`config.mk`:
```
export PLATFORM = sky130hd
export DESIGN_NAME = tplp_top
export DESIGN_NICKNAME = d
export VERILOG_FILES = /design/src/hw/tplp_pkg.sv /design/src/hw/tplp_top.sv
export VERILOG_INCLUDE_DIRS = /design/src /design/src/hw
export SDC_FILE = /design/constraint.sdc
export NUM_CORES = 1
export LEC_CHECK = 0
export BUFFER_PORTS_ARGS = -buffer_cell sky130_fd_sc_hd__buf_4
export CORE_ASPECT_RATIO = 1.5
export CORE_MARGIN = 2
export CORE_UTILIZATION = 56
export CTS_BUF_LIST = sky130_fd_sc_hd__clkbuf_8
export CTS_CLUSTER_DIAMETER = 40
export DETAILED_ROUTE_END_ITERATION = 16
export GPL_TIMING_DRIVEN = 0
export PLACE_DENSITY = 0.76
export SYNTH_ARGS = -nofsm -noshare
export SYNTH_HDL_FRONTEND = slang
export SYNTH_SLANG_ARGS = --single-unit
```
`constraint.sdc`:
```
create_clock -name sys_clk -period 2.1 [get_ports sys_clk]
set_clock_uncertainty 0.2 [all_clocks]
set_input_delay 0.42 -clock sys_clk [delete_from_list [all_inputs] [get_ports sys_clk]]
set_output_delay 0.42 -clock sys_clk [all_outputs]
set_load 0.05 [all_outputs]
```
`src/hw/tplp_defines.svh`:
```
// constants for the twisted pair link test and polarity block
// Summary of operation
// - no packet or link pulse for over 60 ms puts the port in link fail
// - link fail ends on a packet or six unbroken link pulses
// - in link fail the transmitter sends no packets and no link pulses
// - the first packet received in link fail is not repeated
// - in link good, link pulses go out after 16 ms of transmit idle
// - link test disabled holds the port in link good
// - link test is enabled by every reset
// - software enables or disables link test over the register bus
// - first packet sets polarity from its sign; three negative link pulses in a row mark polarity negative
// - a port marked negative repeats inverted data once in link good
// - a port not marked negative repeats data unchanged
// - polarity stays frozen until reset or a new link fail entry
// - auto polarity is enabled by reset and switchable by software
// - polarity status reads as correct while reset is held
// - reset puts every port in link fail, transmitter idle
`ifndef TPLP_DEFINES_SVH
`define TPLP_DEFINES_SVH
`define TPLP_CLK_HZ      20000000
`define TPLP_FAIL_MS     60
`define TPLP_LP_IDLE_MS  16
`define TPLP_RESET_US    100
`define TPLP_GOOD_RUN    6
`define TPLP_NEG_RUN     3
`define TPLP_IDLE_W      21
`define TPLP_TX_W        19
`define TPLP_RUN_W       3
`define TPLP_ADDR_W      5
`define TPLP_ADDR_CTRL   5'h00
`define TPLP_ADDR_LINK   5'h04
`define TPLP_ADDR_POL    5'h08
`define TPLP_ADDR_ISTAT  5'h0c
`define TPLP_ADDR_IMASK  5'h10
`define TPLP_CTRL_LT     0
`define TPLP_CTRL_AP     1
`define TPLP_CTRL_RST    2'h3
`endif

```
`src/hw/tplp_pkg.sv`:
```
// types for the twisted pair link test and polarity block
`include "tplp_defines.svh"
package tplp_pkg;
  typedef struct packed {
    logic crs;
    logic data;
    logic neg;
    logic lp;
    logic lp_neg;
  } tplp_rx_s;

  typedef struct packed {
    logic req;
    logic data;
  } tplp_txin_s;

  typedef struct packed {
    logic en;
    logic data;
    logic lp;
  } tplp_tx_s;

  typedef struct packed {
    logic vld;
    logic data;
  } tplp_rpt_s;

  typedef struct packed {
    logic                    link_good;
    logic [`TPLP_IDLE_W-1:0] idle_cnt;
    logic [`TPLP_TX_W-1:0]   tx_cnt;
    logic [`TPLP_RUN_W-1:0]  lp_run;
    logic [`TPLP_RUN_W-1:0]  neg_run;
    logic                    pol_known;
    logic                    pol_neg;
    logic                    crs_d;
    logic                    suppress;
    tplp_rpt_s               rpt;
    tplp_tx_s                tx;
  } tplp_port_s;
endpackage

```
`src/hw/tplp_top.sv`:
```
// per-port link integrity and auto polarity with avalon register slave
//
// Added by the designer: the register offsets and the Avalon-MM interface to the registers.
`timescale 1ns/1ps
`include "tplp_defines.svh"
module tplp_top #(
  parameter int NPORTS   = 8,
  parameter int FAIL_CYC = `TPLP_FAIL_MS * (`TPLP_CLK_HZ / 1000),
  parameter int TXI_CYC  = `TPLP_LP_IDLE_MS * (`TPLP_CLK_HZ / 1000)
) (
  input  wire logic                    sys_clk,
  input  wire logic                    reset,
  input  wire tplp_pkg::tplp_rx_s      rx          [NPORTS],
  input  wire tplp_pkg::tplp_txin_s    tx_in       [NPORTS],
  output tplp_pkg::tplp_tx_s           tx_out      [NPORTS],
  output tplp_pkg::tplp_rpt_s          rpt         [NPORTS],
  output logic [NPORTS-1:0]            link_status,
  output logic [NPORTS-1:0]            pol_status,
  input  wire logic [`TPLP_ADDR_W-1:0] avs_address,
  input  wire logic                    avs_read,
  input  wire logic                    avs_write,
  input  wire logic [31:0]             avs_writedata,
  input  wire logic [3:0]              avs_byteenable,
  output logic [31:0]                  avs_readdata,
  output logic                         avs_waitrequest,
  output logic                         irq
);
  import tplp_pkg::*;

  localparam logic [`TPLP_IDLE_W-1:0] FAIL_C = FAIL_CYC[`TPLP_IDLE_W-1:0];
  localparam logic [`TPLP_TX_W-1:0]   TXI_C  = TXI_CYC[`TPLP_TX_W-1:0];
  localparam logic [`TPLP_RUN_W-1:0]  GOOD_C =
    `TPLP_RUN_W'(`TPLP_GOOD_RUN - 1);
  localparam logic [`TPLP_RUN_W-1:0]  NEG_C  =
    `TPLP_RUN_W'(`TPLP_NEG_RUN - 1);
  localparam int                      LT     = `TPLP_CTRL_LT;
  localparam int                      AP     = `TPLP_CTRL_AP;

  typedef struct packed {
    tplp_port_s [NPORTS-1:0] p;
    logic [1:0]              ctrl;
    logic [NPORTS-1:0]       istat;
    logic [NPORTS-1:0]       imask;
    logic                    ack;
    logic [31:0]             rdata;
  } tplp_state_s;

  tplp_state_s       s_reg;
  tplp_state_s       s_next;
  logic [NPORTS-1:0] pkt_start;
  logic [NPORTS-1:0] fail_entry;

  function automatic logic [`TPLP_RUN_W-1:0] run_inc(
    input logic [`TPLP_RUN_W-1:0] v,
    input logic [`TPLP_RUN_W-1:0] top
  );
    run_inc = (v == top) ? v : `TPLP_RUN_W'(v + 1'b1);
  endfunction

  function automatic logic [31:0] rd_word(
    input tplp_state_s              st,
    input logic [`TPLP_ADDR_W-1:0]  a
  );
    logic [NPORTS-1:0] lk;
    logic [NPORTS-1:0] pl;
    lk = '0;
    pl = '0;
    for (int k = 0; k < NPORTS; k++) begin
      lk[k] = st.p[k].link_good;
      pl[k] = st.p[k].pol_neg;
    end
    case (a)
      `TPLP_ADDR_CTRL:  rd_word = 32'(st.ctrl);
      `TPLP_ADDR_LINK:  rd_word = 32'(lk);
      `TPLP_ADDR_POL:   rd_word = 32'(pl);
      `TPLP_ADDR_ISTAT: rd_word = 32'(st.istat);
      `TPLP_ADDR_IMASK: rd_word = 32'(st.imask);
      default:          rd_word = 32'h0;
    endcase
  endfunction

  always_comb begin
    tplp_port_s        pi;
    tplp_port_s        q;
    logic [NPORTS-1:0] ev;
    logic [NPORTS-1:0] clr;
    logic              act;
    logic              tmo;
    logic              req;
    pi = '0;
    q = '0;
    ev = '0;
    clr = '0;
    act = 1'b0;
    tmo = 1'b0;
    s_next = s_reg;
    for (int i = 0; i < NPORTS; i++) begin
      pi = s_reg.p[i];
      q = pi;
      act = rx[i].crs | rx[i].lp;
      tmo = (pi.idle_cnt == FAIL_C);
      q.crs_d = rx[i].crs;
      // one idle timer and one transmit timer per port
      if (act) begin
        q.idle_cnt = '0;
      end else if (!tmo) begin
        q.idle_cnt = `TPLP_IDLE_W'(pi.idle_cnt + 1'b1);
      end
      // a silence that reaches the fail timeout (idle_cnt at FAIL_C) breaks the pulse run
      if (rx[i].lp) begin
        q.lp_run = run_inc(pi.lp_run, GOOD_C);
      end else if (tmo) begin
        q.lp_run = '0;
      end
      if (!s_reg.ctrl[LT]) begin
        q.link_good = 1'b1;
      end else if (pi.link_good && tmo) begin
        q.link_good = 1'b0;
      end else if (!pi.link_good &&
                   (pkt_start[i] || (rx[i].lp && pi.lp_run == GOOD_C))) begin
        q.link_good = 1'b1;
      end
      if (fail_entry[i]) begin
        q.pol_known = 1'b0;
        q.pol_neg = 1'b0;
        q.neg_run = '0;
        q.lp_run = '0;
      end else if (!pi.pol_known && s_reg.ctrl[AP]) begin
        if (pkt_start[i]) begin
          q.pol_known = 1'b1;
          q.pol_neg = rx[i].neg;
        end else if (rx[i].lp && rx[i].lp_neg) begin
          q.neg_run = run_inc(pi.neg_run, NEG_C);
          // run saturates at NEG_C, so the third pulse sees it there
          if (pi.neg_run == NEG_C) begin
            q.pol_known = 1'b1;
            q.pol_neg = 1'b1;
          end
        end else if (rx[i].lp) begin
          q.neg_run = '0;
        end
      end
      // packet that wakes a failed port is still dropped whole
      if (pkt_start[i]) begin
        q.suppress = !pi.link_good;
      end else if (!rx[i].crs) begin
        q.suppress = 1'b0;
      end
      q.rpt.vld = rx[i].crs && q.link_good && !q.suppress;
      q.rpt.data = rx[i].data ^ (q.pol_neg & q.link_good);
      q.tx.en = tx_in[i].req && q.link_good;
      q.tx.data = tx_in[i].data;
      q.tx.lp = 1'b0;
      if (tx_in[i].req || !q.link_good) begin
        q.tx_cnt = '0;
      end else if (pi.tx_cnt == TXI_C) begin
        q.tx_cnt = '0;
        q.tx.lp = 1'b1;
      end else begin
        q.tx_cnt = `TPLP_TX_W'(pi.tx_cnt + 1'b1);
      end
      ev[i] = q.link_good ^ pi.link_good;
      s_next.p[i] = q;
    end
    // register slave: one wait cycle, read data captured on the same edge as the ack
    req = avs_read | avs_write;
    s_next.ack = req & ~s_reg.ack;
    if (req && !s_reg.ack) begin
      s_next.rdata = rd_word(s_reg, avs_address);
    end
    if (s_reg.ack && avs_read && avs_address == `TPLP_ADDR_ISTAT) begin
      clr = s_reg.rdata[NPORTS-1:0];
    end
    // only bits actually returned are cleared; a new event wins
    s_next.istat = (s_reg.istat & ~clr) | ev;
    if (s_reg.ack && avs_write && avs_byteenable[0]) begin
      case (avs_address)
        `TPLP_ADDR_CTRL:  s_next.ctrl = avs_writedata[1:0];
        `TPLP_ADDR_IMASK: s_next.imask = avs_writedata[NPORTS-1:0];
        default:          s_next.ctrl = s_reg.ctrl;
      endcase
    end
    if (reset) begin
      s_next = '0;
      s_next.ctrl = `TPLP_CTRL_RST;
    end
  end

  always_ff @(posedge sys_clk) begin
    s_reg <= s_next;
  end

  for (genvar g = 0; g < NPORTS; g++) begin : g_port
    assign pkt_start[g] = rx[g].crs & ~s_reg.p[g].crs_d;
    assign fail_entry[g] = s_reg.ctrl[LT] & s_reg.p[g].link_good &
                           (s_reg.p[g].idle_cnt == FAIL_C);
    assign tx_out[g] = s_reg.p[g].tx;
    assign rpt[g] = s_reg.p[g].rpt;
    assign link_status[g] = s_reg.p[g].link_good;
    // status forced correct while reset is held
    assign pol_status[g] = s_reg.p[g].pol_neg & ~reset;
  end

  assign avs_waitrequest = (avs_read | avs_write) & ~s_reg.ack;
  assign avs_readdata = s_reg.rdata;
  assign irq = |(s_reg.istat & s_reg.imask);

  for (genvar a = 0; a < NPORTS; a++) begin : g_chk

  end
endmodule

```
; ---- Word level (Yosys, flattened, before mapping)
; Index checks and enable logic that the tools add are counted.
[totals]
ff_bits = 499
rom_bits = 0
ram_bits = 0
out_inout_bits = 90
memories = 0
latchBits = 0
[op_classes]
add_sub_neg = 32
eq_ne = 52
n_div = 0
n_lt_le_gt_ge = 0
mul = 0
reduce_logical = 210
n_mux = 138
shift = 0
bitwise = 88
[ops]
columns = op, n
row1 = "21-bit by 1-bit adder with 21-bit output, second input constant", 8
row2 = "21-bit == test, second input constant", 8
row3 = "19-bit by 1-bit adder with 19-bit output, second input constant", 8
row4 = "19-bit == test, second input constant", 8
row5 = 3-bit 2-to-1 mux, 48
row6 = 1-bit logical AND, 69
row7 = 1-bit 2-to-1 mux, 64
row8 = 2-bit nonzero test, 32
row9 = "3-bit by 1-bit adder with 3-bit output, second input constant", 16
row10 = 2-bit 2-to-1 mux, 24
row11 = 2-bit OR reduction, 24
row12 = 1-bit bitwise AND, 41
row13 = 8-bit one-hot mux with 5 select lines, 1
row14 = 1-bit logical NOT, 33
row15 = "2-bit inequality test, second input constant", 16
row16 = 4-bit AND reduction, 8
row17 = "3-bit by 2-bit == test with 1-bit output, second input constant", 8
row18 = "3-bit == test, second input constant", 8
row19 = 3-bit AND reduction, 8
row20 = 3-bit OR reduction, 8
row21 = 2-bit AND reduction, 10
row22 = 1-bit NOT, 18
row23 = 8-bit bitwise AND, 2
row24 = 1-bit logical OR, 16
row25 = 10 further kinds, 34

; ---- Depth between registers and ports, before layout
; Gate-level depths: netlist of the first run.
[logic_depth]
word_depth = 10
ltp_mapped = 10

; ---- Worst setup path after synthesis of the first run
; Ideal clock, no wire load.
[synth_path]
kind = reg-to-reg
startpoint = reg s_reg[421] (netlist name)
endpoint = reg s_reg[417] (netlist name)
stages_incl_launch_ff = 10
path_slack_ns = -0.257
setup_time_ns = 0.115
t_arrival_ns = 2.043
period_less_slack_ns = 2.357
cell_sequence = dfxtp_1 > inv_1 > ha_1 > or4bb_1 > or4_4 > o21ai_2 > or4_1 > buf_6 > buf_12 > nor2_1
[synth_between]
elab_chain_len = 7
[synth_rtl]
columns = element, line_no
row1 = from (decl), tplp_top.sv:48  ; tplp_state_s s_reg;
row2 = from (signal assigned), tplp_top.sv:190  ; s_reg <= s_next;
row3 = 21-bit == test, tplp_top.sv:101  ; tmo = (pi.idle_cnt == FAIL_C);
row4 = 1-bit logical AND, tplp_top.sv:117  ; end else if (pi.link_good && tmo) begin
row5 = 1-bit 2-to-1 mux, tplp_top.sv:117
row6 = 1-bit 2-to-1 mux, tplp_top.sv:115  ; if (!s_reg.ctrl[LT]) begin
row7 = 1-bit logical NOT, tplp_top.sv:154  ; if (tx_in[i].req || !q.link_good) begin
row8 = 1-bit logical OR, tplp_top.sv:154
row9 = 3-bit OR reduction (no source line), --
; Every way passes these cells.
; A chain may end at the register's enable or synchronous reset.

; ---- Worst setup path in the final report of the first run
[layout_path]
startpoint = reg s_reg[436] (netlist name)
endpoint = reg s_reg[419] (netlist name)
; Same word-level chain as after synthesis.

==> results of run 1 <==
## cell usage after synthesis, drive strengths merged (49+ instances only)
master	instances	area, µm²
nand2	189	709
nor2	447	1680
buf	101	748
a21oi	113	566
o21ai	49	253
xor2	174	1520
xnor2	98	858
ha	64	801
clkbuf	56	210
nand4	92	576
inv	113	424
dfxtp	475	9510
nand3	123	616
## metrics by stage
| stage | util | setup TNS [ns] | cells | power [W] | hold slack (ns) |
|---|---|---|---|---|---|
| floorplan | - | -7.01 | 2626 | 0.0105 | 0.228 |
| detailed placement | 0.614 | -421.50 | 3261 | 0.0110 | 0.256 |
| CTS | 0.706 | -20.15 | 3506 | 0.0190 | 0.00683 |
| finish | 0.732 | -22.52 | 3532 | 0.0190 | 0.0238 |
| global route | 0.732 | -31.53 | 3532 | 0.0197 | 0.0318 |
| global placement | 0.614 | -408.69 | 3261 | 0.0109 | 0.241 |
## worst max-delay path by stage
stage                    start             to  cells past startpoint
floorplan                reset  pol_status[2]                      4
detailed placement       reset         rpt[4]                      6
global route        s_reg[421]     s_reg[419]                      8
finish              s_reg[436]     s_reg[419]                      6
CTS                 s_reg[421]     s_reg[415]                      8
global placement         reset         rpt[4]                      6
## worst reg2reg max path: cells and delay by family (launching register included)
family                 cells  cell delay, ns
AOI/OAI and AO/OA          1            0.18
and+or+nand+nor            4            1.40
DFF                        1            0.39
buffers and inverters      1            0.16
## cells in the final DEF, fill, tap and decap left out, types with 95 or more instances in the layout
cell type / instances
xor2_1: 174
nor2_1: 341
nand3_1: 120
nand2_1: 183
buf_4: 271
clkbuf_8: 95
dfxtp_1: 422
xnor2_1: 96
inv_1: 120
a21oi_1: 97
## repair_timing
action,4_1_cts,5_1_grt
setup endpoints to repair,462,275
hold buffers,60,1
cloned,8,2
pin swaps,95,68
setup buffers,62,29
hold endpoints to repair,104,1
gates resized for setup,260,221
## per-layer routing
layer / up-vias / global-route usage
met3: 166 / 0.0515
met5: - / 0
met4: 0 / 0.134
met2: 588 / 0.504
li1: 9564 / -
met1: 9419 / 0.298
## area by class of cell
class	instances	share of cell area
antenna	2	0.000174
buffer	139	0.0383
clock buffer	94	0.0451
clock inverter	33	0.00624
inverter	113	0.0150
multi-input combinational	1881	0.446
sequential	475	0.335
tap	500	0.0218
timing repair buffer	295	0.0918
## power breakdown
part | switching (W) | internal (W) | leakage, nW
registers | 0.000163 | 0.00917 | 3.88
logic | 0.00110 | 0.000836 | 6.12
clock network | 0.00363 | 0.00414 | 0.831
total | 0.00488 | 0.0141 | 10.8
## kinds of logic after synthesis
| kind of cell | after synthesis |
|---|---|
| other | 1 |
| XOR/XNOR | 272 |
| AO/OA/AOI/OAI | 234 |
| AND/OR/NAND/NOR | 1275 |
| multiplexers | 12 |
| buffers and inverters | 270 |
| flip-flops | 475 |
| adder cells (fa/ha/maj) | 64 |
==> key figures, run 1 <==
Placement
  • DP Wirelength: slightly below 40,000 µm
  • Dpl ws: -1.91 ns
  • Post-DP Area: between 0.02 and 0.025 mm²
  • Port bufs: between 100 and 150
  • Routability cong.: 0.874

Synth
  • Mapped Area: about 0.022 mm²
  • Synthesized-area fraction occupied by adder cells: 0.0361
  • Post-synth cell types: 65
  • Compound-Gate Fraction of Synth Area: 0.0623
  • Number of enable flip-flop cells after synthesis: 0
  • Combinational family with the most area after synthesis: simple AND/OR/NAND/NOR gates
  • Sequential-to-total area share from yosys stat: 0.429
  • Post-synthesis mux area share: 0.00661
  • Async SR Flop Fraction: 0
  • XOR/XNOR Fraction of Synth Area: 0.108
  • Mapped Avg Cell Area: roughly 8.5 µm²
  • Yosys warns: 0
  • Mapped Cells: ~2,600
  • Synth Area in Simple Gates: 0.296
  • Flops & latches, synth: around 480
  • Top FF cell, synth: dfxtp_1

Power and ir drop
  • Static leakage: ~11 nW
  • Max IR drop VDD: roughly 0.00054 V
  • Pwr/cell area: around 660 mW/mm²

STA
  • # setup viols final: approximately 150
  • Worst slew pin tran: ~0.87 ns
  • Final period util: 1.17
  • Max-slew violations: 0
  • Final Hold Fails: 0
  • Relative slew margins: 0.412
  • Fmax achieved: between 400 and 500 MHz
  • Min Tclk post-route: between 2 and 2.5 ns
  • Final WS setup: -0.359 ns
  • RSZ-0062 raised after global routing: yes

Critical path
  • Reg2reg start: s_reg[436]
  • Setup slack, reg-to-reg: -0.36 ns
  • Worst path top cell family by delay: simple AND/OR/NAND/NOR gates
  • Worst R2R End: s_reg[419]
  • Bufs and invs on worst path: 1
  • Worst path max stage delay: just under 0.6 ns
  • Crit path launch type: register
  • Critical path endpoint category: register
  • Reg2Reg Depth: 6
  • Most frequent CP cell: or4_4
  • CP Class: register to register
  • Critical Path RT: between 2 and 2.5 ns
  • Critical-path maximum fanout: 6
  • Crit path DAT: 2.77 ns
  • Slowest cell on crit path: or4_4
  • Worst path cell trace: or4bb_1 -> or4_4 -> o21ai_4 -> or4_4 -> clkbuf_16 -> nor2_1

Floorplanning
  • Die W: between 150 and 200 µm
  • Initial Utilization: 0.565
  • Die height: ~250 µm
  • Die area: roughly 0.04 mm²
  • Core Box Area: 0.0392 mm²
  • I/O Pins: roughly 190
  • Row count: between 80 and 90

GRT
  • Vias in the first global route: 19,400
  • Global-route wire length before repair: 92,900 µm
  • Final global-route overflow total: 0
  • Initial antenna violation count: 2
  • GRT Total Usage: 0.272
  • Pin count of the biggest net entering global routing: 11

Clock tree
  • Num CTS Buffers: 74
  • Max Root-Sink Buffers: 3
  • Clock sinks: between 400 and 500
  • Root Buffer Master: clkbuf_8
  • Worst-path clk slew: 0.07 ns
  • TritonCTS clock tree: built
  • Htree depth: 3
  • Clk Latency, worst-skew pair: around 0.64 ns

Routing
  • DR vias: roughly 20,000
  • Antenna viol nets, final: 0
  • Max Used Layer: met4
  • Routed met3 length: 3570 µm
  • Routed wire length: about 60,000 µm
  • Metal-1 WL: around 23,000 µm
  • WL per Instance: 16.9 µm
  • Met2 Wirelength: ~30,000 µm
  • Post-DR vias/cell: 5.59
  • Drt drc: 0
  • Initial detailed-routing violation count: roughly 1,300
  • Iteration count of the initial detailed-routing pass: 7

Cells and area
  • FF+latch area: between 0.009 and 0.01 mm²
  • Max reg flops: ~420
  • Share of cells above drive strength 1: 0.261
  • Final non-filler cell area: ~0.029 mm²
  • Area Overhead vs Synth: 29.5%
  • Layout Nets: between 3,000 and 4,000
  • Multi-input gate area: approximately 0.013 mm²
  • # fillers: approximately 2,800

Hold path
  • Min-Delay Path Class: input port to register
  • Worst min-delay path startpoint: rx[36]
  • Hold endpoint: s_reg[64]
  • Hold Path Stages: 4

Status
  • Violated checks: negative setup slack
  • Outcome: finished, violations left

Run
  • Max-cap violations: 0
(Power assumes the default switching activity.)
==> inputs of run 2 (changes only) <==
--- a/config.mk
+++ b/config.mk
@@ -9,12 +9,12 @@
 export BUFFER_PORTS_ARGS = -buffer_cell sky130_fd_sc_hd__buf_4
 export CORE_ASPECT_RATIO = 1.5
 export CORE_MARGIN = 2
-export CORE_UTILIZATION = 56
+export CORE_UTILIZATION = 60
 export CTS_BUF_LIST = sky130_fd_sc_hd__clkbuf_8
 export CTS_CLUSTER_DIAMETER = 40
 export DETAILED_ROUTE_END_ITERATION = 16
 export GPL_TIMING_DRIVEN = 0
-export PLACE_DENSITY = 0.76
+export PLACE_DENSITY = 0.77
 export SYNTH_ARGS = -nofsm -noshare
 export SYNTH_HDL_FRONTEND = slang
 export SYNTH_SLANG_ARGS = --single-unit
==> constraint.sdc (replaced) <==
create_clock -name sys_clk -period 2.5 [get_ports sys_clk]
set_clock_uncertainty 0.2 [all_clocks]
set_input_delay 0.5 -clock sys_clk [delete_from_list [all_inputs] [get_ports sys_clk]]
set_output_delay 0.5 -clock sys_clk [all_outputs]
set_load 0.05 [all_outputs]
==> run 2 against run 1 <==
  * The run now ends clean
  * Fmax about the same
  * Clock-buffer cell count down 1
  * Sequential power down 16%
  * Combinational power down 32%
  * Non-clock buffer count down 86
  * Die area down 6.5%
==> key figures, run 2 (synthesis gave the netlist of run 1 again) <==
Status
  • Outcome: completed

Routing
  • WL per Instance: 15.9 µm (-6.1%)
  • Post-DR vias/cell: 5.54 (-0.77%)
  • Iteration count of the initial detailed-routing pass: 5 (-2)
  • DR vias: 19,000 (-3.6%)
  • Antenna viol nets, final: 0 (unchanged)
  • Initial detailed-routing violation count: 1,196 (-4.8%)
  • Drt drc: 0 (unchanged)
  • Routed wire length: 54,400 µm (-8.8%)

Critical path
  • Worst path max stage delay: 0.52 ns (-0.06 ns)
  • Crit path DAT: 2.74 ns (-0.03 ns)
  • Critical Path RT: 2.78 ns (+0.37 ns)
  • CP Class: register to register
  • Slowest cell on crit path: or4_4
  • Worst path cell trace: inv_2 -> ha_1 -> or4bb_4 -> or4_4 -> o21ai_4 -> buf_6 -> nor2_1 -> nor4b_2
  • Critical path endpoint category: register
  • Critical-path maximum fanout: 5 (-1)
  • Crit path launch type: register

Cells and area
  • Layout Nets: 3,059 (-2.7%)
  • Share of cells above drive strength 1: 0.143 (-0.118)
  • Final non-filler cell area: 0.0263 mm² (-8.2%)
  • Commonest non-fill, non-tap cell in the layout: dfxtp_1
  • Commonest non-fill, non-tap cells in the layout: dfxtp_1 (467), nor2_1 (447), buf_4 (227), nand2_1 (189), xor2_1 (174)
  • FF+latch area: 0.00953 mm² (-0.98%)
  • Multi-input gate area: 0.0115 mm² (-9.9%)
  • Max reg flops: 419 (unchanged)
  • Area Overhead vs Synth: 18.8%
  • # fillers: 2,782 (+0.072%)

Placement
  • Routability cong.: 0.879 (+0.60%)
  • Port bufs: 135 (unchanged)
  • Post-DP Area: 0.0239 mm² (-0.90%)
  • DP Wirelength: 37,900 µm (-2.9%)

Floorplanning
  • Die height: 239 µm (-3.3%)
  • Core Box Area: 0.0366 mm² (-6.7%)
  • Row count: 86 (-3.4%)
  • I/O Pins: 191 (unchanged)
  • Die area: 0.0385 mm² (-6.5%)
  • Initial Utilization: 0.606 (+0.0404)
  • Die W: 161 µm (-3.3%)

GRT
  • Pin count of the biggest net entering global routing: 20 (+9)
  • Final global-route overflow total: 0 (unchanged)
  • GRT Total Usage: 0.280 (+0.00729)
  • Global-route wire length before repair: 88,600 µm (-4.6%)
  • Initial antenna violation count: 1 (-1)
  • Vias in the first global route: 18,800 (-2.7%)

Clock tree
  • Clk Latency, worst-skew pair: 0.65 ns (about the same)
  • TritonCTS clock tree: built
  • Root Buffer Master: clkbuf_8
  • Htree depth: 3 (unchanged)
  • Clock sinks: 475 (unchanged)
  • Worst-path clk slew: 0.06 ns (about the same)
  • Num CTS Buffers: 75 (+1.4%)
  • Max Root-Sink Buffers: 3 (unchanged)

STA
  • Fmax achieved: 407 MHz (about the same)
  • # setup viols final: 0 (-100%)
  • Max-slew violations: 0 (unchanged)
  • Final Hold Fails: 0 (unchanged)
  • Relative slew margins: 0.289 (-0.123)
  • Final period util: 0.983 (-0.188)
  • Min Tclk post-route: 2.46 ns (-0.00184 ns)
  • Worst slew pin tran: 1.07 ns (+0.192 ns)

Power and ir drop
  • NetSw: 0.00397 W (-19%)
  • Static leakage: 10.0 nW (-7.3%)
  • Max IR drop VDD: 0.000481 V (-11%)
  • Seq pwr share: 0.487 (-0.003)
  • Clock share of power: 0.430 (+0.022)
  • P_int: 0.0121 W (-14%)
  • Switching share of total power: 0.247 (-0.00950)
  • Combinational Power Share: 0.082 (-0.020)
  • Pwr/cell area: 611 mW/mm² (-7.9%)
  • Design Power: 0.0161 W (-16%)

Run
  • Max-cap violations: 0 (unchanged)

Hold path
  • Min-Delay Path Class: input port to register
run 2: cell count changes in the layout (fill, tap and decap cells not counted), sizes merged, moves of 3 or more:
cell,change
dlygate4sd3,-5
clkbuf,+6
buf,-87
bufinv,+4
clkinv,-3
run 2: layout make-up:
| cell class | instances | area share |
|---|---|---|
| well taps | 484 | 0.0230 |
| clock inverters | 35 | 0.0109 |
| flip-flops and latches | 475 | 0.362 |
| diodes | 1 | 0.0000950 |
| clock buffers | 93 | 0.0486 |
| plain buffers | 144 | 0.0374 |
| repair buffers | 204 | 0.0639 |
| inverters | 113 | 0.0161 |
| multi-input cells | 1881 | 0.438 |
run 2: worst max-delay path, delay by kind of cell, from the launching register on:
kind                       cells  cell delay (ns)
adders and majority gates      1             0.12
DFF                            1             0.36
and+or+nand+nor                4             1.22
AOI/OAI and AO/OA              1             0.21
buffers and inverters          2             0.20
run 2: layer usage:
metal | global-route usage | routed length, µm | part of all wire
met5 | 0 | 0 | 0
met4 | 0.133 | 2030 | 0.037
met3 | 0.0547 | 3380 | 0.062
met2 | 0.505 | 27400 | 0.50
met1 | 0.316 | 21500 | 0.40
run 2: final timing paths:
| check | startpoint | endpoint | slack [ns] | cells after the start |
|---|---|---|---|---|
| worst max-delay path | s_reg[422] | s_reg[402] | 0.04 | 8 |
| worst min-delay path | reset | s_reg[32] | 0.03 | 2 |
| worst max register to register | s_reg[422] | s_reg[402] | 0.04 | 8 |
| worst min register to register | s_reg[171] | s_reg[171] | 0.27 | 2 |
run 2: metrics by stage:
stage / worst slack (ns) / util / cells / hold slack (ns) / TNS, ns
final: 0.0424 / 0.720 / 3430 / 0.0269 / 0
after global routing: -0.0268 / 0.720 / 3430 / 0.0194 / -0.0785
after CTS: 0.000664 / 0.716 / 3428 / 0.0000603 / 0
after detailed placement: -1.92 / 0.652 / 3245 / 0.249 / -403.12
after global placement: -1.94 / 0.652 / 3245 / 0.238 / -397.05
after floorplan: 0.0364 / - / 2626 / 0.228 / 0
run 2: power by group through the flow:
stage / Sequential (W) / Clock, W / Combinational, W
detailed placement: 0.00800 / 0 / 0.00119
CTS: 0.00783 / 0.00708 / 0.00130
finish: 0.00783 / 0.00692 / 0.00132
global placement: 0.00799 / 0 / 0.00116
global route: 0.00784 / 0.00741 / 0.00143
floorplan: 0.00795 / 0 / 0.000836
run 2: repair_timing:
item	in CTS	in global routing
endpoints found under the setup margin	448	132
setup buffers	2	11
hold buffers	56	0
hold endpoints to repair	88	0
resized for setup	50	29
pin swaps	3	7
